**src/design/timer_sync_pkg.sv**
```systemverilog
package timer_sync_pkg;

	// ---------------------------------------------------------------
	// Register byte addresses
	// ---------------------------------------------------------------
	localparam logic [7:0] ADDR_CTRL    = 8'h00;
	localparam logic [7:0] ADDR_SLAVE   = 8'h04;
	localparam logic [7:0] ADDR_CHAN    = 8'h08;
	localparam logic [7:0] ADDR_EVENT   = 8'h0C;
	localparam logic [7:0] ADDR_STATUS  = 8'h10;
	localparam logic [7:0] ADDR_COUNT   = 8'h14;
	localparam logic [7:0] ADDR_RELOAD  = 8'h18;
	localparam logic [7:0] ADDR_PRESC   = 8'h1C;
	localparam logic [7:0] ADDR_COMPARE = 8'h20;

	// ---------------------------------------------------------------
	// Control register fields
	// ---------------------------------------------------------------
	localparam int CTRL_CEN_BIT  = 0;
	localparam int CTRL_URS_BIT  = 2;
	localparam int CTRL_MMS_LSB  = 4;
	localparam int CTRL_IE_BIT   = 8;
	localparam int CTRL_DE_BIT   = 9;

	// ---------------------------------------------------------------
	// Slave register fields
	// ---------------------------------------------------------------
	localparam int SLV_SMS_LSB  = 0;
	localparam int SLV_TS_LSB   = 4;
	localparam int SLV_ETF_LSB  = 8;
	localparam int SLV_EXT_TRIGGER_PRESCALE_LSB = 12;
	localparam int SLV_ECE_BIT  = 14;
	localparam int SLV_ETP_BIT  = 15;

	// ---------------------------------------------------------------
	// Channel register fields (channel 1 low byte, channel 2 high)
	// ---------------------------------------------------------------
	localparam int CH_MAP_LSB  = 0;
	localparam int CH_POL_BIT  = 2;
	localparam int CH_FILT_LSB = 4;
	localparam int CH2_OFFSET  = 8;

	// ---------------------------------------------------------------
	// Event and status bits
	// ---------------------------------------------------------------
	localparam int EVT_UG_BIT   = 0;
	localparam int STAT_UIF_BIT = 0;
	localparam int STAT_TIF_BIT = 6;

	// ---------------------------------------------------------------
	// Encodings and reset values
	// ---------------------------------------------------------------
	localparam logic [2:0] SMS_OFF    = 3'h0;
	localparam logic [2:0] SMS_RESET  = 3'h4;
	localparam logic [2:0] SMS_GATED  = 3'h5;
	localparam logic [2:0] SMS_TRIG   = 3'h6;
	localparam logic [2:0] SMS_EXT1   = 3'h7;
	localparam logic [2:0] TS_INTERNAL_TRIGGER_ONE    = 3'h0;
	localparam logic [2:0] TS_TI1     = 3'h5;
	localparam logic [2:0] TS_TI2     = 3'h6;
	localparam logic [2:0] MMS_ENABLE = 3'h1;
	localparam logic [2:0] MMS_UPDATE = 3'h2;
	localparam logic [1:0] MAP_OWN    = 2'h1;
	localparam logic [15:0] RELOAD_RESET = 16'hFFFF;
	localparam logic [1:0] AXI_OKAY   = 2'h0;
	localparam logic [1:0] AXI_SLVERR = 2'h2;

	// ---------------------------------------------------------------
	// Timing counts
	// ---------------------------------------------------------------
	localparam int SYNC_STAGES = 2;

endpackage

```
**src/design/timer_slave_master_sync.sv**
```systemverilog
// Operation
// - reset mode trigger clears counter and prescaler
// - reset trigger makes update unless restricted
// - trigger sets flag, irq and dma
// - gated mode counts while trigger active
// - gated mode never counts without enable
// - gate open and close set flag
// - trigger mode edge starts counter, sets flag
// - trigger inputs resynchronised to timer clock
// - source select 000, 101, 110, 111
// - external clock 2 combines with slave modes
// - external trigger filter, prescaler, polarity
// - external clock 1 counts trigger rising edges
// - master mode 010 outputs update pulse
// - master mode 001 outputs counter enable
// - master mode 1xx outputs compare reference
// - gating only affects counter enable
// - update generate reinitialises counter, prescaler
// - untouched counter continues from current value
// - channel map 01, polarity selects edge
// - capture prescaler not in trigger path
// - trigger mode sets enable bit by hardware
`timescale 1ns/100ps
`default_nettype none

module timer_slave_master_sync
	import timer_sync_pkg::*;
(
	// Clock and reset
	input  wire logic        clk_i,
	input  wire logic        rst_i,
	// AXI4-Lite write address and data
	input  wire logic [7:0]  s_axi_awaddr_i,
	input  wire logic        s_axi_awvalid_i,
	output logic             s_axi_awready_o,
	input  wire logic [31:0] s_axi_wdata_i,
	input  wire logic [3:0]  s_axi_wstrb_i,
	input  wire logic        s_axi_wvalid_i,
	output logic             s_axi_wready_o,
	// AXI4-Lite write response
	output logic [1:0]       s_axi_bresp_o,
	output logic             s_axi_bvalid_o,
	input  wire logic        s_axi_bready_i,
	// AXI4-Lite read
	input  wire logic [7:0]  s_axi_araddr_i,
	input  wire logic        s_axi_arvalid_i,
	output logic             s_axi_arready_o,
	output logic [31:0]      s_axi_rdata_o,
	output logic [1:0]       s_axi_rresp_o,
	output logic             s_axi_rvalid_o,
	input  wire logic        s_axi_rready_i,
	// Trigger inputs
	input  wire logic        timer_input_one_i,
	input  wire logic        timer_input_two_i,
	input  wire logic        external_trigger_pin_i,
	input  wire logic        internal_trigger_one_i,
	// Master and request outputs
	output logic             master_trigger_out_o,
	output logic             trigger_irq_o,
	output logic             trigger_dma_o
);

	// ---------------------------------------------------------------
	// Types and registers
	// ---------------------------------------------------------------
	typedef enum logic [1:0] {
		BUS_IDLE = 2'b01,
		BUS_RESP = 2'b10
	} bus_state_t;

	bus_state_t  wr_state;
	logic [9:0]  ctrl;
	logic [15:0] slave_cfg;
	logic [15:0] chan_cfg;
	logic        trigger_flag;
	logic        update_flag;
	logic [15:0] count;
	logic [15:0] reload;
	logic [15:0] reload_shadow;
	logic [15:0] presc;
	logic [15:0] presc_shadow;
	logic [15:0] presc_cnt;
	logic [15:0] compare;
	logic [15:0] compare_shadow;
	logic        aw_held;
	logic        w_held;
	logic [7:0]  aw_addr;
	logic [31:0] w_data;
	logic [3:0]  w_strb;

	// Field views
	logic        counter_enable_bit;
	logic        update_source_restrict;
	logic [2:0]  master_mode_select;
	logic        trigger_irq_enable;
	logic        trigger_dma_enable;
	logic [2:0]  slave_mode_select;
	logic [2:0]  trigger_source_select;
	logic [3:0]  ext_trigger_filter;
	logic [1:0]  ext_trigger_prescale;
	logic        ext_clock2_enable;
	logic        ext_trigger_polarity;

	assign counter_enable_bit     = ctrl[CTRL_CEN_BIT];
	assign update_source_restrict = ctrl[CTRL_URS_BIT];
	assign master_mode_select     = ctrl[CTRL_MMS_LSB +: 3];
	assign trigger_irq_enable     = ctrl[CTRL_IE_BIT];
	assign trigger_dma_enable     = ctrl[CTRL_DE_BIT];
	assign slave_mode_select      = slave_cfg[SLV_SMS_LSB +: 3];
	assign trigger_source_select  = slave_cfg[SLV_TS_LSB +: 3];
	assign ext_trigger_filter     = slave_cfg[SLV_ETF_LSB +: 4];
	assign ext_trigger_prescale   = slave_cfg[SLV_EXT_TRIGGER_PRESCALE_LSB +: 2];
	assign ext_clock2_enable      = slave_cfg[SLV_ECE_BIT];
	assign ext_trigger_polarity   = slave_cfg[SLV_ETP_BIT];

	// ---------------------------------------------------------------
	// Functions
	// ---------------------------------------------------------------
	// Byte-lane merge of a write into a 16-bit field
	function automatic logic [15:0] merge16(input logic [15:0] old,
		input logic [31:0] data, input logic [3:0] strb);
		logic [15:0] res;
		res = old;
		if (strb[0]) begin
			res[7:0] = data[7:0];
		end
		if (strb[1]) begin
			res[15:8] = data[15:8];
		end
		return res;
	endfunction

	// Filter length in samples; 0000 means none
	function automatic logic [3:0] filt_len(input logic [3:0] code);
		return (code == 4'h0) ? 4'h0 : code;
	endfunction

	// ---------------------------------------------------------------
	// Input resynchronisation
	// ---------------------------------------------------------------
	// two-stage synchronisers
	logic [3:0] sync_a;
	logic [3:0] sync_b;
	always_ff @(posedge clk_i) begin
		if (rst_i) begin
			sync_a <= 4'h0;
			sync_b <= 4'h0;
		end else begin
			sync_a <= {internal_trigger_one_i, external_trigger_pin_i,
				timer_input_two_i, timer_input_one_i};
			sync_b <= sync_a;
		end
	end

	// ---------------------------------------------------------------
	// Digital filters: level must hold N+1 samples
	// ---------------------------------------------------------------
	// filter and polarity only, no capture prescaler
	logic [2:0] filt_out;
	logic [3:0] filt_cnt [3];
	logic [3:0] filt_code [3];
	assign filt_code[0] = chan_cfg[CH_FILT_LSB +: 4];
	assign filt_code[1] = chan_cfg[CH2_OFFSET + CH_FILT_LSB +: 4];
	assign filt_code[2] = ext_trigger_filter;

	always_ff @(posedge clk_i) begin
		for (int i = 0; i < 3; i++) begin
			if (rst_i) begin
				filt_out[i] <= 1'b0;
				filt_cnt[i] <= 4'h0;
			end else if (sync_b[i] == filt_out[i]) begin
				filt_cnt[i] <= 4'h0;
			end else if (filt_cnt[i] >= filt_len(filt_code[i])) begin
				filt_out[i] <= sync_b[i];
				filt_cnt[i] <= 4'h0;
			end else begin
				filt_cnt[i] <= filt_cnt[i] + 4'h1;
			end
		end
	end

	// own-input map and polarity per channel
	logic ti1_fp;
	logic ti2_fp;
	assign ti1_fp = (chan_cfg[CH_MAP_LSB +: 2] == MAP_OWN)
		& (filt_out[0] ^ chan_cfg[CH_POL_BIT]);
	assign ti2_fp = (chan_cfg[CH2_OFFSET + CH_MAP_LSB +: 2] == MAP_OWN)
		& (filt_out[1] ^ chan_cfg[CH2_OFFSET + CH_POL_BIT]);

	// polarity then prescaler on the external pin
	logic       etr_pol;
	logic       etr_pol_d;
	logic [2:0] etr_div;
	logic       etr_clk_edge;
	assign etr_pol = filt_out[2] ^ ext_trigger_polarity;
	always_ff @(posedge clk_i) begin
		if (rst_i) begin
			etr_pol_d    <= 1'b0;
			etr_div      <= 3'h0;
			etr_clk_edge <= 1'b0;
		end else begin
			etr_pol_d    <= etr_pol;
			etr_clk_edge <= 1'b0;
			if (etr_pol & ~etr_pol_d) begin
				etr_div <= etr_div + 3'h1;
				case (ext_trigger_prescale)
					2'h0: etr_clk_edge <= 1'b1;
					2'h1: etr_clk_edge <= etr_div[0];
					2'h2: etr_clk_edge <= &etr_div[1:0];
					default: etr_clk_edge <= &etr_div;
				endcase
			end
		end
	end

	// ---------------------------------------------------------------
	// Trigger selection and edge detect
	// ---------------------------------------------------------------
	// trigger source select
	logic trig_level;
	always_comb begin
		case (trigger_source_select)
			TS_INTERNAL_TRIGGER_ONE: trig_level = sync_b[3];
			TS_TI1:  trig_level = ti1_fp;
			TS_TI2:  trig_level = ti2_fp;
			3'h7:    trig_level = etr_pol;
			default: trig_level = 1'b0;
		endcase
	end

	logic trig_d;
	logic trig_rise;
	logic trig_fall;
	assign trig_rise = trig_level & ~trig_d;
	assign trig_fall = ~trig_level & trig_d;
	always_ff @(posedge clk_i) begin
		if (rst_i) begin
			trig_d <= 1'b0;
		end else begin
			trig_d <= trig_level;
		end
	end

	// ---------------------------------------------------------------
	// Slave mode decisions
	// ---------------------------------------------------------------
	logic in_reset;
	logic in_gated;
	logic in_trig;
	logic in_ext1;
	logic trig_event;
	logic gated_on;
	logic cnt_en;
	logic tick_src;
	assign in_reset = (slave_mode_select == SMS_RESET);
	assign in_gated = (slave_mode_select == SMS_GATED);
	assign in_trig  = (slave_mode_select == SMS_TRIG);
	assign in_ext1  = (slave_mode_select == SMS_EXT1) & ~ext_clock2_enable;

	// gate open and close both flag
	assign gated_on = in_gated & (trig_rise | trig_fall);
	// one trigger event per active edge
	assign trig_event = ((in_reset | in_trig) & trig_rise) | gated_on;

	// gated counts only on active level
	// mode off means enable bit alone
	assign cnt_en = counter_enable_bit & (~in_gated | trig_level);

	// external clock 2 overrides tick source
	// external clock 1 counts trigger rises
	always_comb begin
		if (ext_clock2_enable) begin
			tick_src = etr_clk_edge;
		end else if (in_ext1) begin
			tick_src = trig_rise;
		end else begin
			tick_src = 1'b1;
		end
	end

	// ---------------------------------------------------------------
	// Counter, prescaler and preload
	// ---------------------------------------------------------------
	logic ug_req;
	logic cnt_wr;
	logic presc_wrap;
	logic overflow;
	logic update_event;
	logic reinit;
	assign presc_wrap = cnt_en & tick_src & (presc_cnt >= presc_shadow);
	assign overflow   = presc_wrap & (count >= reload_shadow);
	assign update_event = overflow | ug_req
		| (in_reset & trig_rise & ~update_source_restrict);
	// reset trigger clears; update generate too
	assign reinit = ug_req | (in_reset & trig_rise);

	// counter otherwise resumes from its value
	always_ff @(posedge clk_i) begin
		if (rst_i) begin
			count     <= 16'h0;
			presc_cnt <= 16'h0;
		end else if (reinit) begin
			count     <= 16'h0;
			presc_cnt <= 16'h0;
		end else if (cnt_wr) begin
			count <= merge16(count, w_data, w_strb);
		end else if (cnt_en & tick_src) begin
			presc_cnt <= presc_wrap ? 16'h0 : presc_cnt + 16'h1;
			if (presc_wrap) begin
				count <= overflow ? 16'h0 : count + 16'h1;
			end
		end
	end

	// Shadow registers load on each update event
	always_ff @(posedge clk_i) begin
		if (rst_i) begin
			reload_shadow  <= RELOAD_RESET;
			presc_shadow   <= 16'h0;
			compare_shadow <= 16'h0;
		end else if (update_event) begin
			reload_shadow  <= reload;
			presc_shadow   <= presc;
			compare_shadow <= compare;
		end
	end

	// ---------------------------------------------------------------
	// Master trigger output
	// ---------------------------------------------------------------
	// Simple PWM-style reference: high while count below compare
	logic ch1_compare_ref;
	assign ch1_compare_ref = (count < compare_shadow);

	always_ff @(posedge clk_i) begin
		if (rst_i) begin
			master_trigger_out_o <= 1'b0;
		end else if (master_mode_select[2]) begin
			master_trigger_out_o <= ch1_compare_ref;
		end else if (master_mode_select == MMS_UPDATE) begin
			master_trigger_out_o <= update_event;
		end else if (master_mode_select == MMS_ENABLE) begin
			master_trigger_out_o <= cnt_en;
		end else begin
			master_trigger_out_o <= ug_req;
		end
	end

	// interrupt request follows flag; dma request pulses on each trigger event
	always_ff @(posedge clk_i) begin
		if (rst_i) begin
			trigger_irq_o <= 1'b0;
			trigger_dma_o <= 1'b0;
		end else begin
			trigger_irq_o <= trigger_flag & trigger_irq_enable;
			trigger_dma_o <= trig_event & trigger_dma_enable;
		end
	end

	// ---------------------------------------------------------------
	// AXI4-Lite write path
	// ---------------------------------------------------------------
	logic wr_go;
	assign wr_go = aw_held & w_held & (wr_state == BUS_IDLE);
	assign cnt_wr = wr_go & (aw_addr == ADDR_COUNT);
	assign ug_req = wr_go & (aw_addr == ADDR_EVENT) & w_strb[0]
		& w_data[EVT_UG_BIT];

	// Address and data are taken in either order
	always_ff @(posedge clk_i) begin
		if (rst_i) begin
			aw_held         <= 1'b0;
			w_held          <= 1'b0;
			aw_addr         <= 8'h00;
			w_data          <= 32'h0;
			w_strb          <= 4'h0;
			s_axi_awready_o <= 1'b1;
			s_axi_wready_o  <= 1'b1;
		end else begin
			if (s_axi_awvalid_i & s_axi_awready_o) begin
				aw_held         <= 1'b1;
				aw_addr         <= {s_axi_awaddr_i[7:2], 2'b00};
				s_axi_awready_o <= 1'b0;
			end
			if (s_axi_wvalid_i & s_axi_wready_o) begin
				w_held         <= 1'b1;
				w_data         <= s_axi_wdata_i;
				w_strb         <= s_axi_wstrb_i;
				s_axi_wready_o <= 1'b0;
			end
			if (s_axi_bvalid_o & s_axi_bready_i) begin
				aw_held         <= 1'b0;
				w_held          <= 1'b0;
				s_axi_awready_o <= 1'b1;
				s_axi_wready_o  <= 1'b1;
			end
		end
	end

	// Write response state machine
	always_ff @(posedge clk_i) begin
		if (rst_i) begin
			wr_state       <= BUS_IDLE;
			s_axi_bvalid_o <= 1'b0;
			s_axi_bresp_o  <= AXI_OKAY;
		end else begin
			case (wr_state)
				BUS_IDLE: begin
					if (wr_go) begin
						wr_state       <= BUS_RESP;
						s_axi_bvalid_o <= 1'b1;
						s_axi_bresp_o  <= (aw_addr > ADDR_COMPARE) ? AXI_SLVERR : AXI_OKAY;
					end
				end
				BUS_RESP: begin
					if (s_axi_bready_i) begin
						wr_state       <= BUS_IDLE;
						s_axi_bvalid_o <= 1'b0;
					end
				end
				default: wr_state <= BUS_IDLE;
			endcase
		end
	end

	// Configuration registers
	always_ff @(posedge clk_i) begin
		if (rst_i) begin
			ctrl      <= 10'h0;
			slave_cfg <= 16'h0;
			chan_cfg  <= 16'h0;
			reload    <= RELOAD_RESET;
			presc     <= 16'h0;
			compare   <= 16'h0;
		end else begin
			if (wr_go) begin
				case (aw_addr)
					ADDR_CTRL:    ctrl      <= 10'(merge16({6'h0, ctrl}, w_data, w_strb));
					ADDR_SLAVE:   slave_cfg <= merge16(slave_cfg, w_data, w_strb);
					ADDR_CHAN:    chan_cfg  <= merge16(chan_cfg, w_data, w_strb);
					ADDR_RELOAD:  reload    <= merge16(reload, w_data, w_strb);
					ADDR_PRESC:   presc     <= merge16(presc, w_data, w_strb);
					ADDR_COMPARE: compare   <= merge16(compare, w_data, w_strb);
					default: ;
				endcase
			end
			if (in_trig & trig_rise) begin
				ctrl[CTRL_CEN_BIT] <= 1'b1;
			end
		end
	end

	// Status flags: hardware set wins over software clear
	always_ff @(posedge clk_i) begin
		if (rst_i) begin
			trigger_flag <= 1'b0;
			update_flag  <= 1'b0;
		end else begin
			if (wr_go & (aw_addr == ADDR_STATUS) & w_strb[0]) begin
				if (!w_data[STAT_TIF_BIT]) trigger_flag <= 1'b0;
				if (!w_data[STAT_UIF_BIT]) update_flag <= 1'b0;
			end
			if (trig_event) trigger_flag <= 1'b1;
			if (update_event) update_flag <= 1'b1;
		end
	end

	// ---------------------------------------------------------------
	// AXI4-Lite read path
	// ---------------------------------------------------------------
	logic [31:0] rd_mux;
	always_comb begin
		case ({s_axi_araddr_i[7:2], 2'b00})
			ADDR_CTRL:    rd_mux = {22'h0, ctrl};
			ADDR_SLAVE:   rd_mux = {16'h0, slave_cfg};
			ADDR_CHAN:    rd_mux = {16'h0, chan_cfg};
			ADDR_EVENT:   rd_mux = 32'h0;
			ADDR_STATUS:  rd_mux = {25'h0, trigger_flag, 5'h0, update_flag};
			ADDR_COUNT:   rd_mux = {16'h0, count};
			ADDR_RELOAD:  rd_mux = {16'h0, reload};
			ADDR_PRESC:   rd_mux = {16'h0, presc};
			ADDR_COMPARE: rd_mux = {16'h0, compare};
			default:      rd_mux = 32'h0;
		endcase
	end

	// Read takes one cycle; arready drops while data waits
	always_ff @(posedge clk_i) begin
		if (rst_i) begin
			s_axi_arready_o <= 1'b1;
			s_axi_rvalid_o  <= 1'b0;
			s_axi_rdata_o   <= 32'h0;
			s_axi_rresp_o   <= AXI_OKAY;
		end else if (s_axi_arvalid_i & s_axi_arready_o) begin
			s_axi_arready_o <= 1'b0;
			s_axi_rvalid_o  <= 1'b1;
			s_axi_rdata_o   <= rd_mux;
			s_axi_rresp_o   <= (s_axi_araddr_i > ADDR_COMPARE + 8'h3) ? AXI_SLVERR : AXI_OKAY;
		end else if (s_axi_rvalid_o & s_axi_rready_i) begin
			s_axi_arready_o <= 1'b1;
			s_axi_rvalid_o  <= 1'b0;
		end
	end

endmodule

`default_nettype wire

```
**config.mk**
```make
export PLATFORM = sky130hd
export DESIGN_NAME = timer_slave_master_sync
export DESIGN_NICKNAME = d
export VERILOG_FILES = /design/src/design/timer_sync_pkg.sv /design/src/design/timer_slave_master_sync.sv
export SDC_FILE = /design/constraint.sdc
export NUM_CORES = 1
export LEC_CHECK = 0
export BUFFER_PORTS_ARGS = -buffer_cell sky130_fd_sc_hd__buf_2
export CAP_MARGIN = 20
export CORE_MARGIN = 2
export CORE_UTILIZATION = 55
export CTS_BUF_LIST = sky130_fd_sc_hd__clkbuf_2 sky130_fd_sc_hd__clkbuf_4 sky130_fd_sc_hd__clkbuf_8
export DETAILED_ROUTE_END_ITERATION = 8
export PLACE_DENSITY = 0.86
export SLEW_MARGIN = 20
export SYNTH_ARGS = -nofsm -noshare
export SYNTH_HDL_FRONTEND = slang
export SYNTH_SLANG_ARGS = --single-unit
export TNS_END_PERCENT = 10
```
**constraint.sdc**
```tcl
create_clock -name clk_i -period 4.5 [get_ports clk_i]
set_input_delay 0.45 -clock clk_i [delete_from_list [all_inputs] [get_ports clk_i]]
set_output_delay 0.45 -clock clk_i [all_outputs]
set_load 0.02 [all_outputs]
```
==> results.md, run 1 <==
- Upper clock frequency limit: 0.277 GHz
- Metal3 WL: 2.88 mm
- Worst reg2reg path depth: 9
- Setup TNS: 0 ps
- Req. time, crit path: 4930 ps
- HP Class: in -> reg
- Post-route ant nets: 0
- Worst-Margin Slew: around 1000 ps
- Setup violators final: 0
- Total power: 0.00494 W
- Max-Slew Margin vs Limit: 0.313
- RSZ-0062 raised after global routing: no
- CP Launch Type: flop
- Clk pin slew, worst setup/hold paths: 60 ps
- Critical path class: reg -> reg
- Num rows: 55
- Gr ovfl total: 0
- Die area: about 24,000 sq um
- First drt pass iteration count: 5
- Sequential cell area: 5230 sq um
- Vias/cell: 6.02
- CTS Buf Count: 43
- Final Cycle Share: 0.803
- Final hold violation count: 0
- Clock Sinks: approximately 260
- Avg Cell Area, Syn: a little under 9 sq um
- Post-Place Setup Slack: 972 ps
- Critical R2R Launch: count[5]$_SDFFE_PP0P_
- Distinct cells, synth: 67
- Hold buffers post-CTS: 0
- Slowest Stage Delay on Critical Path: around 890 ps
- Lkg Pwr: 6.09 nW
- Fillers: 1,834
- Post-CTS sizing: 0
- CP max FO: 28
- Io pins: roughly 110
- Register area share after synthesis: 0.419
- Postcts setup bufs: 0
- DPL Wire Length: approximately 23 mm
- Worst R2R End: compare_shadow[2]$_SDFFE_PP0P_
- Async SR Flop Fraction: 0
- Initial Utilization: 0.556
- Max Slew Vio Count: 0
- All-Layer GR Usage: 0.272
- DRC Markers: 0
- Instance count on the critical path: 9
- EDFF count, synth: 12
- H-tree Lvls: 2
- Layout cells sized above 1: 0.121
- Root buf cell: clkbuf_8
- Inserted Diodes: 0
- Vias in the first global route: 10,600
- Crit path max-delay family: compound AO/OA/AOI/OAI gates
- Initial drt markers: 1,223
- Register-to-register setup slack: 890 ps
- Max layer used: met4
- Crit end category: flop
- PD cells: 353 nW/um^2
- Minimum clock period: ~3600 ps
- WL final: between 30 and 40 mm
- WL met1: 13.0 mm
- Largest net degree at the start of global routing: 85
- Clock skew: 23.6 ps
- Setup crit start: count[5]$_SDFFE_PP0P_
- Crit path capture: compare_shadow[2]$_SDFFE_PP0P_
- Worst VDD drop: 0.000235 V
- Port bufs: 66
- Die W: 155 microns
- Synth Instances: 1,440
- Longest Clk Path Bufs: 3
- Warnings from Yosys: 0
- Routability Congestion: 0.928
- Cell Area, Synth: 12,500 sq um
- Arrival time at the worst endpoint: slightly above 4000 ps
- Synth Flop Type: dfxtp_1
- Fin util: 0.623
- First-pass GRT wire length: 52.8 mm
- Footprint of the multi-input gates: 6620 sq um
- Worst setup margin: 886 ps
- Non-Filler Instances: 1,818
- Routed wl met2: between 15 and 20 mm
- Layout net count: 1,629
- Die Height: between 150 and 200 microns
- Initial antenna violation count: 1
- Clk_lat worst skew: around 560 ps
- Critical path cell sequence: ha_1 > a2111oi_0 > o21ai_0 > a211oi_1 > o31ai_1 > a31oi_4 > buf_4 > mux2i_1 > nor2_1
- Yosys reg bits: 255
- Maxcap violations: 0
- TritonCTS clock tree: built
- Slowest cell on crit path: a31oi_4
- Via count: 10,900
- Wirelength per Cell: ~18 microns
- Dpl cells: 1,739
- Status: finished clean
- Area growth from synthesis to final layout: 12.1%
- Core area: approximately 22,000 sq um
- Worst path bufs/invs: 1
[area by class of cell]
type,count,share of cell area
Timing Repair Buffer,84,0.0347
Clock inverter,11,0.00806
Clock buffer,68,0.0630
Tap cell,285,0.0255
Sequential cell,255,0.374
Multi-Input combinational cell,1037,0.474
Inverter,78,0.0210
[power breakdown]
group / internal [W] / total (W) / switching (W) / leakage (nW)
registers: 0.00231 / 0.00237 / 0.0000630 / 2.09
clock network: 0.00136 / 0.00231 / 0.000950 / 0.518
logic: 0.0000863 / 0.000255 / 0.000169 / 3.48
total: 0.00375 / 0.00494 / 0.00118 / 6.09
[synth_stat cells, types with 5 or more instances]
| cell type | instances | area, sq um |
|---|---|---|
| and3_1 | 22 | 138 |
| mux2_2 | 9 | 101 |
| nor4_1 | 6 | 37.5 |
| nand4_1 | 9 | 56.3 |
| a2bb2oi_1 | 5 | 43.8 |
| nand2_1 | 146 | 548 |
| nor3_1 | 12 | 60.1 |
| nor2_1 | 148 | 556 |
| dfxtp_1 | 243 | 4860 |
| a211oi_1 | 12 | 90.1 |
| or3_1 | 9 | 56.3 |
| buf_1 | 7 | 26.3 |
| nor3b_1 | 6 | 45.0 |
| a221oi_1 | 9 | 78.8 |
| a22oi_1 | 5 | 37.5 |
| a21o_1 | 16 | 120 |
| xor2_1 | 8 | 70.1 |
| clkbuf_1 | 63 | 236 |
| nand2b_1 | 9 | 56.3 |
| o21ai_0 | 27 | 135 |
| o22ai_1 | 23 | 144 |
| nor2b_1 | 29 | 181 |
| nand3_1 | 67 | 335 |
| a21oi_1 | 144 | 721 |
| edfxtp_1 | 12 | 360 |
| o21a_1 | 5 | 37.5 |
| xnor2_1 | 13 | 114 |
| buf_2 | 8 | 40.0 |
| a211o_1 | 33 | 289 |
| inv_1 | 78 | 293 |
| ha_1 | 67 | 838 |
| buf_4 | 19 | 143 |
| mux2i_1 | 105 | 1050 |
[worst min-delay path by stage]
stage	from	endpoint	cells after the start
floorplan	sync_a[0]$_SDFF_PP0_	sync_b[0]$_SDFF_PP0_	1
global placement	sync_a[3]$_SDFF_PP0_	sync_b[3]$_SDFF_PP0_	1
detailed placement	sync_a[3]$_SDFF_PP0_	sync_b[3]$_SDFF_PP0_	1
CTS	timer_input_two_i	sync_a[1]$_SDFF_PP0_	2
global route	external_trigger_pin_i	sync_a[2]$_SDFF_PP0_	2
finish	timer_input_two_i	sync_a[1]$_SDFF_PP0_	2
[worst reg2reg max path, stage by stage (launching register included)]
cell and delay (ps):
dfxtp_1 470, ha_1 300, a2111oi_0 360, o21ai_0 200, a211oi_1 370, o31ai_1 250
a31oi_4 890, buf_4 360, mux2i_1 220, nor2_1 50
[routing by layer]
| metal | track usage | vias to the layer above |
|---|---|---|
| met4 | 0.137 | 0 |
| met3 | 0.0530 | 134 |
| met1 | 0.338 | 5159 |
| met5 | 0 | - |
| met2 | 0.452 | 504 |
| li1 | - | 5150 |
[cells in the final DEF (no fill, tap or decap), drive strengths merged, types with 13 or more instances in the layout]
cell      n
xnor2    13
nand2   146
and3     22
nand3    67
dfxtp   243
mux2i   105
conb     30
a211o    33
clkbuf   68
buf      84
ha       67
nor2    148
o22ai    23
inv      78
nor3     13
a21oi   144
a21o     16
nor2b    29
o21ai    30
[logic make-up (layout without fill, tap and decap cells)]
group / after synthesis / after routing / share of synthesized area
other: 2 / 30 / 0.000603
xor gates and xnor gates: 21 / 21 / 0.0148
and+or+nand+nor: 492 / 492 / 0.186
AOI/OAI and AO/OA: 313 / 313 / 0.160
adders and majority gates: 67 / 67 / 0.0673
buffers and inverters: 176 / 241 / 0.0596
DFF: 255 / 255 / 0.419
muxes: 114 / 114 / 0.0925
[metrics by stage]
stage               area, sq um  hold slack [ps]
CTS                       14000             84.7
global placement          13000              420
global route              14000              111
detailed placement        13000              426
finish                    14000             91.6
floorplan                 12600              414
(Power assumes the default switching activity.)
==> run 2: changes to the inputs <==
- PLACE_DENSITY: 0.86 -> 0.89
- clock period: 4.5 -> 3.2 ns (I/O delays scaled with it)
==> results.md, run 2 (synthesized netlist as in run 1, its figures left out) <==
- Status: finished clean
- Io pins: around 110
- Setup violators final: 0
- Core area: 22,400 sq um
- Req. time, crit path: between 3000 and 4000 ps
- Worst setup margin: 78.6 ps
- Clock Sinks: 255
- Vias/cell: approximately 6.0
- Slowest Stage Delay on Critical Path: 470 ps
- First-pass GRT wire length: around 52 mm
- H-tree Lvls: 2
- Arrival time at the worst endpoint: about 3600 ps
- Sequential cell area: 5230 sq um
- Initial Utilization: 0.556
- Post-Place Setup Slack: 74.9 ps
- Die W: 155 microns
- Longest Clk Path Bufs: 3
- Most frequent cells in the layout: dfxtp_1, nor2_1, nand2_1
- DPL Wire Length: 23.0 mm
- Die Height: 155 microns
- Post-route ant nets: 0
- Clk pin slew, worst setup/hold paths: 60 ps
- Crit path max-delay family: compound AO/OA/AOI/OAI gates
- Final Cycle Share: 0.975
- Global route hottest layer: met2
- Worst VDD drop: roughly 0.00038 V
- Initial drt markers: 1,112
- Crit end category: flop
- WL final: 33.2 mm
- Fillers: 1,750
- Port bufs: 66
- Max Slew Vio Count: 0
- Worst path bufs/invs: 2
- CP max FO: 8
- Met2 usage: 0.456
- DRC Markers: 0
- Root buf cell: clkbuf_8
- Via count: between 10,000 and 15,000
- Largest net degree at the start of global routing: approximately 140
- Vias in the first global route: 10,600
- Worst-Margin Slew: 849 ps
- Max-Slew Margin vs Limit: 0.429
- Layout net count: 1,663
- Clock skew: 34.6 ps
- Met3 usage: 0.0518
- Upper clock frequency limit: 0.320 GHz
- Critical path cell sequence: nor4bb_1 > a31oi_1 > o21a_2 > inv_1 > ha_1 > o221ai_1 > nor2_2 > a21boi_4 > a22oi_4 > buf_12 > a221oi_1 > a211oi_1
- Clk_lat worst skew: around 550 ps
- CTS Buf Count: 42
- Num rows: 55
- Inserted Diodes: 0
- Critical path class: reg -> reg
- Lkg Pwr: 6.23 nW
- Area growth from synthesis to final layout: 13.8%
- Maxcap violations: 0
- Fin util: 0.632
- Wirelength per Cell: 18.0 microns
- Initial antenna violation count: 0
- TritonCTS clock tree: built
- CP Launch Type: flop
- Met1 GRT Util: 0.328
- Gr ovfl total: 0
- First drt pass iteration count: 6
- Die area: 23,900 sq um
- Footprint of the multi-input gates: roughly 6600 sq um
- Layout cells sized above 1: 0.135
- Min Hold Slack: 23.1 ps
- HP Class: in -> reg
- Slowest cell on crit path: dfxtp_1
- Commonest non-fill, non-tap cell in the layout: dfxtp_1
- Minimum clock period: ~3100 ps
- All-Layer GR Usage: 0.271
- Routability Congestion: between 0.9 and 1
- Final hold violation count: 0
- PD cells: 465 nW/um^2
run 2: final timing paths:
kind | endpoint | slack (ps) | startpoint | cells past startpoint
min reg2reg | sync_b[0]$_SDFF_PP0_ | 430 | sync_a[0]$_SDFF_PP0_ | 1
max reg2reg | count[1]$_SDFFE_PP0P_ | 80 | slave_cfg[4]$_SDFFE_PP0P_ | 12
max | count[1]$_SDFFE_PP0P_ | 80 | slave_cfg[4]$_SDFFE_PP0P_ | 12
min | w_data[9]$_SDFFE_PP0P_ | 20 | s_axi_wdata_i[9] | 3
run 2: what timing repair did:
action / CTS / global route
endpoints found under the setup margin: 0 / 54
hold buffers: 9 / 0
buffers inserted: 0 / 4
endpoints found under the hold margin: 9 / 0
resized for setup: 0 / 7
run 2: per-layer routing:
layer,up-vias,share of wire,routed length [microns]
met1,5159,0.38,12700
met3,148,0.096,3210
met4,0,0.053,1780
met5,-,0,0
li1,5200,-,-
met2,573,0.47,15500
run 2: cell type report:
| cell class | count | share of cell area |
|---|---|---|
| clock buffer | 65 | 0.0574 |
| clock inverter | 7 | 0.00274 |
| inverter | 78 | 0.0206 |
| multi-input combinational | 1037 | 0.469 |
| sequential | 255 | 0.369 |
| tap | 285 | 0.0252 |
| timing repair buffer | 119 | 0.0569 |
run 2: worst register-to-register path, delay by kind of cell, from the launching register on:
family | cells | cell delay (ps)
flops | 1 | 470
simple gates | 2 | 610
buf+inv | 2 | 370
fa+ha+maj | 1 | 250
compound gates | 7 | 1300
run 2: report_power, final:
| group | total [W] | leakage, nW | switching (W) | internal, W |
|---|---|---|---|---|
| Sequential | 0.00333 | 2.09 | 0.0000828 | 0.00324 |
| Combinational | 0.000381 | 3.68 | 0.000244 | 0.000137 |
| Clock | 0.00288 | 0.462 | 0.00127 | 0.00161 |
| Total | 0.00659 | 6.23 | 0.00160 | 0.00500 |
run 2: per-stage QoR:
step / area, sq um / setup TNS, ps / instances / total power, W
floorplan: 12600 / 0 / 1468 / 0.00363
finish: 14200 / 0 / 1846 / 0.00659
global placement: 13200 / 0 / 1761 / 0.00374
detailed placement: 13200 / 0 / 1761 / 0.00375
global route: 14200 / -89.9 / 1846 / 0.00679
CTS: 14100 / 0 / 1842 / 0.00661
==> run 3: changes to the inputs <==
- PLACE_DENSITY: 0.89 -> 0.85
==> results.md, run 3 (synthesized netlist as in run 1, its figures left out) <==
- All-Layer GR Usage: 0.288
- CTS Buf Count: 42
- Gr ovfl total: 0
- First-pass GRT wire length: 55.7 mm
- Cell internal pwr: 0.00531 W
- CP Launch Type: flop
- Max-Slew Margin vs Limit: 0.419
- Dpl cells: 1,768
- Setup violators final: 0
- First drt pass iteration count: 5
- Port bufs: 66
- TritonCTS clock tree: built
- Largest net degree at the start of global routing: 140
- Commonest non-fill, non-tap cell in the layout: dfxtp_1
- Die W: roughly 150 microns
- Layout cells sized above 1: 0.143
- Final hold violation count: 0
- Comb power frac: 0.057
- Power share of the clock group: 0.466
- HP Class: in -> reg
- Routability Congestion: 0.992
- Switching Share: 0.240
- Status: finished clean
- Root buf cell: clkbuf_8
- Initial drt markers: 998
- Die area: 23,900 sq um
- PD cells: 482 nW/um^2
- Num rows: 55
- Worst VDD drop: about 0.00049 V
- WL final: 34.6 mm
- Initial Utilization: 0.556
- Layout net count: 1,682
- Setup TNS: 0 ps
- Psw: 0.00167 W
- Longest Clk Path Bufs: 3
- Crit end category: flop
- Initial antenna violation count: 0
- Critical path class: reg -> reg
- Core area: 22,400 sq um
- H-tree Lvls: 2
- Final Cycle Share: 0.946
- Non-Filler Instances: around 1,900
- Via count: 11,200
- Clk_lat worst skew: approximately 590 ps
- Max Slew Vio Count: 0
- DRC Markers: 0
- Clock skew: 45.9 ps
- Clk pin slew, worst setup/hold paths: 60 ps
- Area growth from synthesis to final layout: 16.2%
- Sequential group share of total power: 0.477
- Lkg Pwr: 6.37 nW
- Upper clock frequency limit: roughly 0.33 GHz
- Die Height: 155 microns
- Arrival time at the worst endpoint: about 3500 ps
- Wirelength per Cell: 18.5 microns
- Vias in the first global route: 10,900
- Minimum clock period: 3030 ps
- RSZ-0062 raised after global routing: no
- Vias/cell: ~6.0
- DPL Wire Length: 23.4 mm
- Post-route ant nets: 0
- Most frequent cells in the layout: dfxtp_1, nor2_1, nand2_1
- Clock Sinks: 255
- CP max FO: 5
- Inserted Diodes: 0
- Worst-Margin Slew: 864 ps
- Maxcap violations: 0
- Req. time, crit path: 3660 ps
- Io pins: 107
-- run 3: changes by cell type in the layout (fill, tap and decap cells not counted), moves of 3 or more --
cell,delta
bufinv_16,+3
buf_4,+9
dlygate4sd3_1,+11
clkbuf_4,-3
clkbuf_8,+3
-- run 3: power by group through the flow --
stage / sequential [W] / clock (W) / combinational [W]
2_1_floorplan: 0.00336 / 0 / 0.000274
3_3_place_gp: 0.00339 / 0 / 0.000355
3_5_place_dp: 0.00339 / 0 / 0.000366
4_1_cts: 0.00332 / 0.00328 / 0.000387
5_1_grt: 0.00333 / 0.00343 / 0.000434
6_report: 0.00333 / 0.00325 / 0.000400
-- run 3: final timing paths --
path | start | endpoint | slack, ps | cells after the start
setup reg to reg | reload_shadow[9]$_SDFFE_PP1P_ | master_trigger_out_o$_SDFF_PP0_ | 170 | 11
hold / removal | s_axi_wdata_i[14] | w_data[14]$_SDFFE_PP0P_ | 20 | 3
hold reg to reg | sync_a[0]$_SDFF_PP0_ | sync_b[0]$_SDFF_PP0_ | 430 | 1
setup / recovery | reload_shadow[9]$_SDFFE_PP1P_ | master_trigger_out_o$_SDFF_PP0_ | 170 | 11
-- run 3: critical path, cell delays in order (launching register included) --
cell and delay [ps]:
dfxtp_1 330, inv_1 60, ha_1 290, a21oi_1 80, o21ai_0 180, buf_4 160
a211oi_1 40, buf_4 150, o31ai_1 730, a31oi_4 260, or4_1 520, o311ai_1 120
-- run 3: stage by stage --
| stage | total power (W) | util | setup WS [ps] | hold slack (ps) | area [sq um] |
|---|---|---|---|---|---|
| final | 0.00698 | 0.646 | 174 | 15.1 | 14500 |
| after global routing | 0.00719 | 0.646 | 19.7 | 12.0 | 14500 |
| after CTS | 0.00699 | 0.642 | 27.8 | 0.0736 | 14400 |
| after detailed placement | 0.00375 | 0.589 | 42.7 | 429 | 13200 |
| after global placement | 0.00374 | 0.589 | 199 | 418 | 13200 |
| after floorplan | 0.00363 | - | 553 | 414 | 12600 |
-- run 3: per-layer routing --
| metal | GRT usage | up-vias | part of all wire |
|---|---|---|---|
| met5 | 0 | - | 0 |
| met4 | 0.150 | 0 | 0.058 |
| met3 | 0.0524 | 157 | 0.088 |
| met2 | 0.479 | 580 | 0.46 |
| li1 | - | 5236 | - |
| met1 | 0.359 | 5272 | 0.39 |
-- run 3: area by class of cell --
cell class	count	area (sq um)
clock buffers	65	832
clock inverters	11	149
fillers	1741	7950
inverters	78	293
multi-input cells	1037	6660
flip-flops and latches	255	5230
well taps	285	357
repair buffers	138	965
-- run 3: what timing repair did --
action                                 4_1_cts  5_1_grt
pin swaps                                    0        2
hold buffers                                20        0
setup endpoints to repair                    7       80
endpoints found under the hold margin       20        0
cloned                                       0        0
resized for setup                            1       10
buffers inserted                             0        5
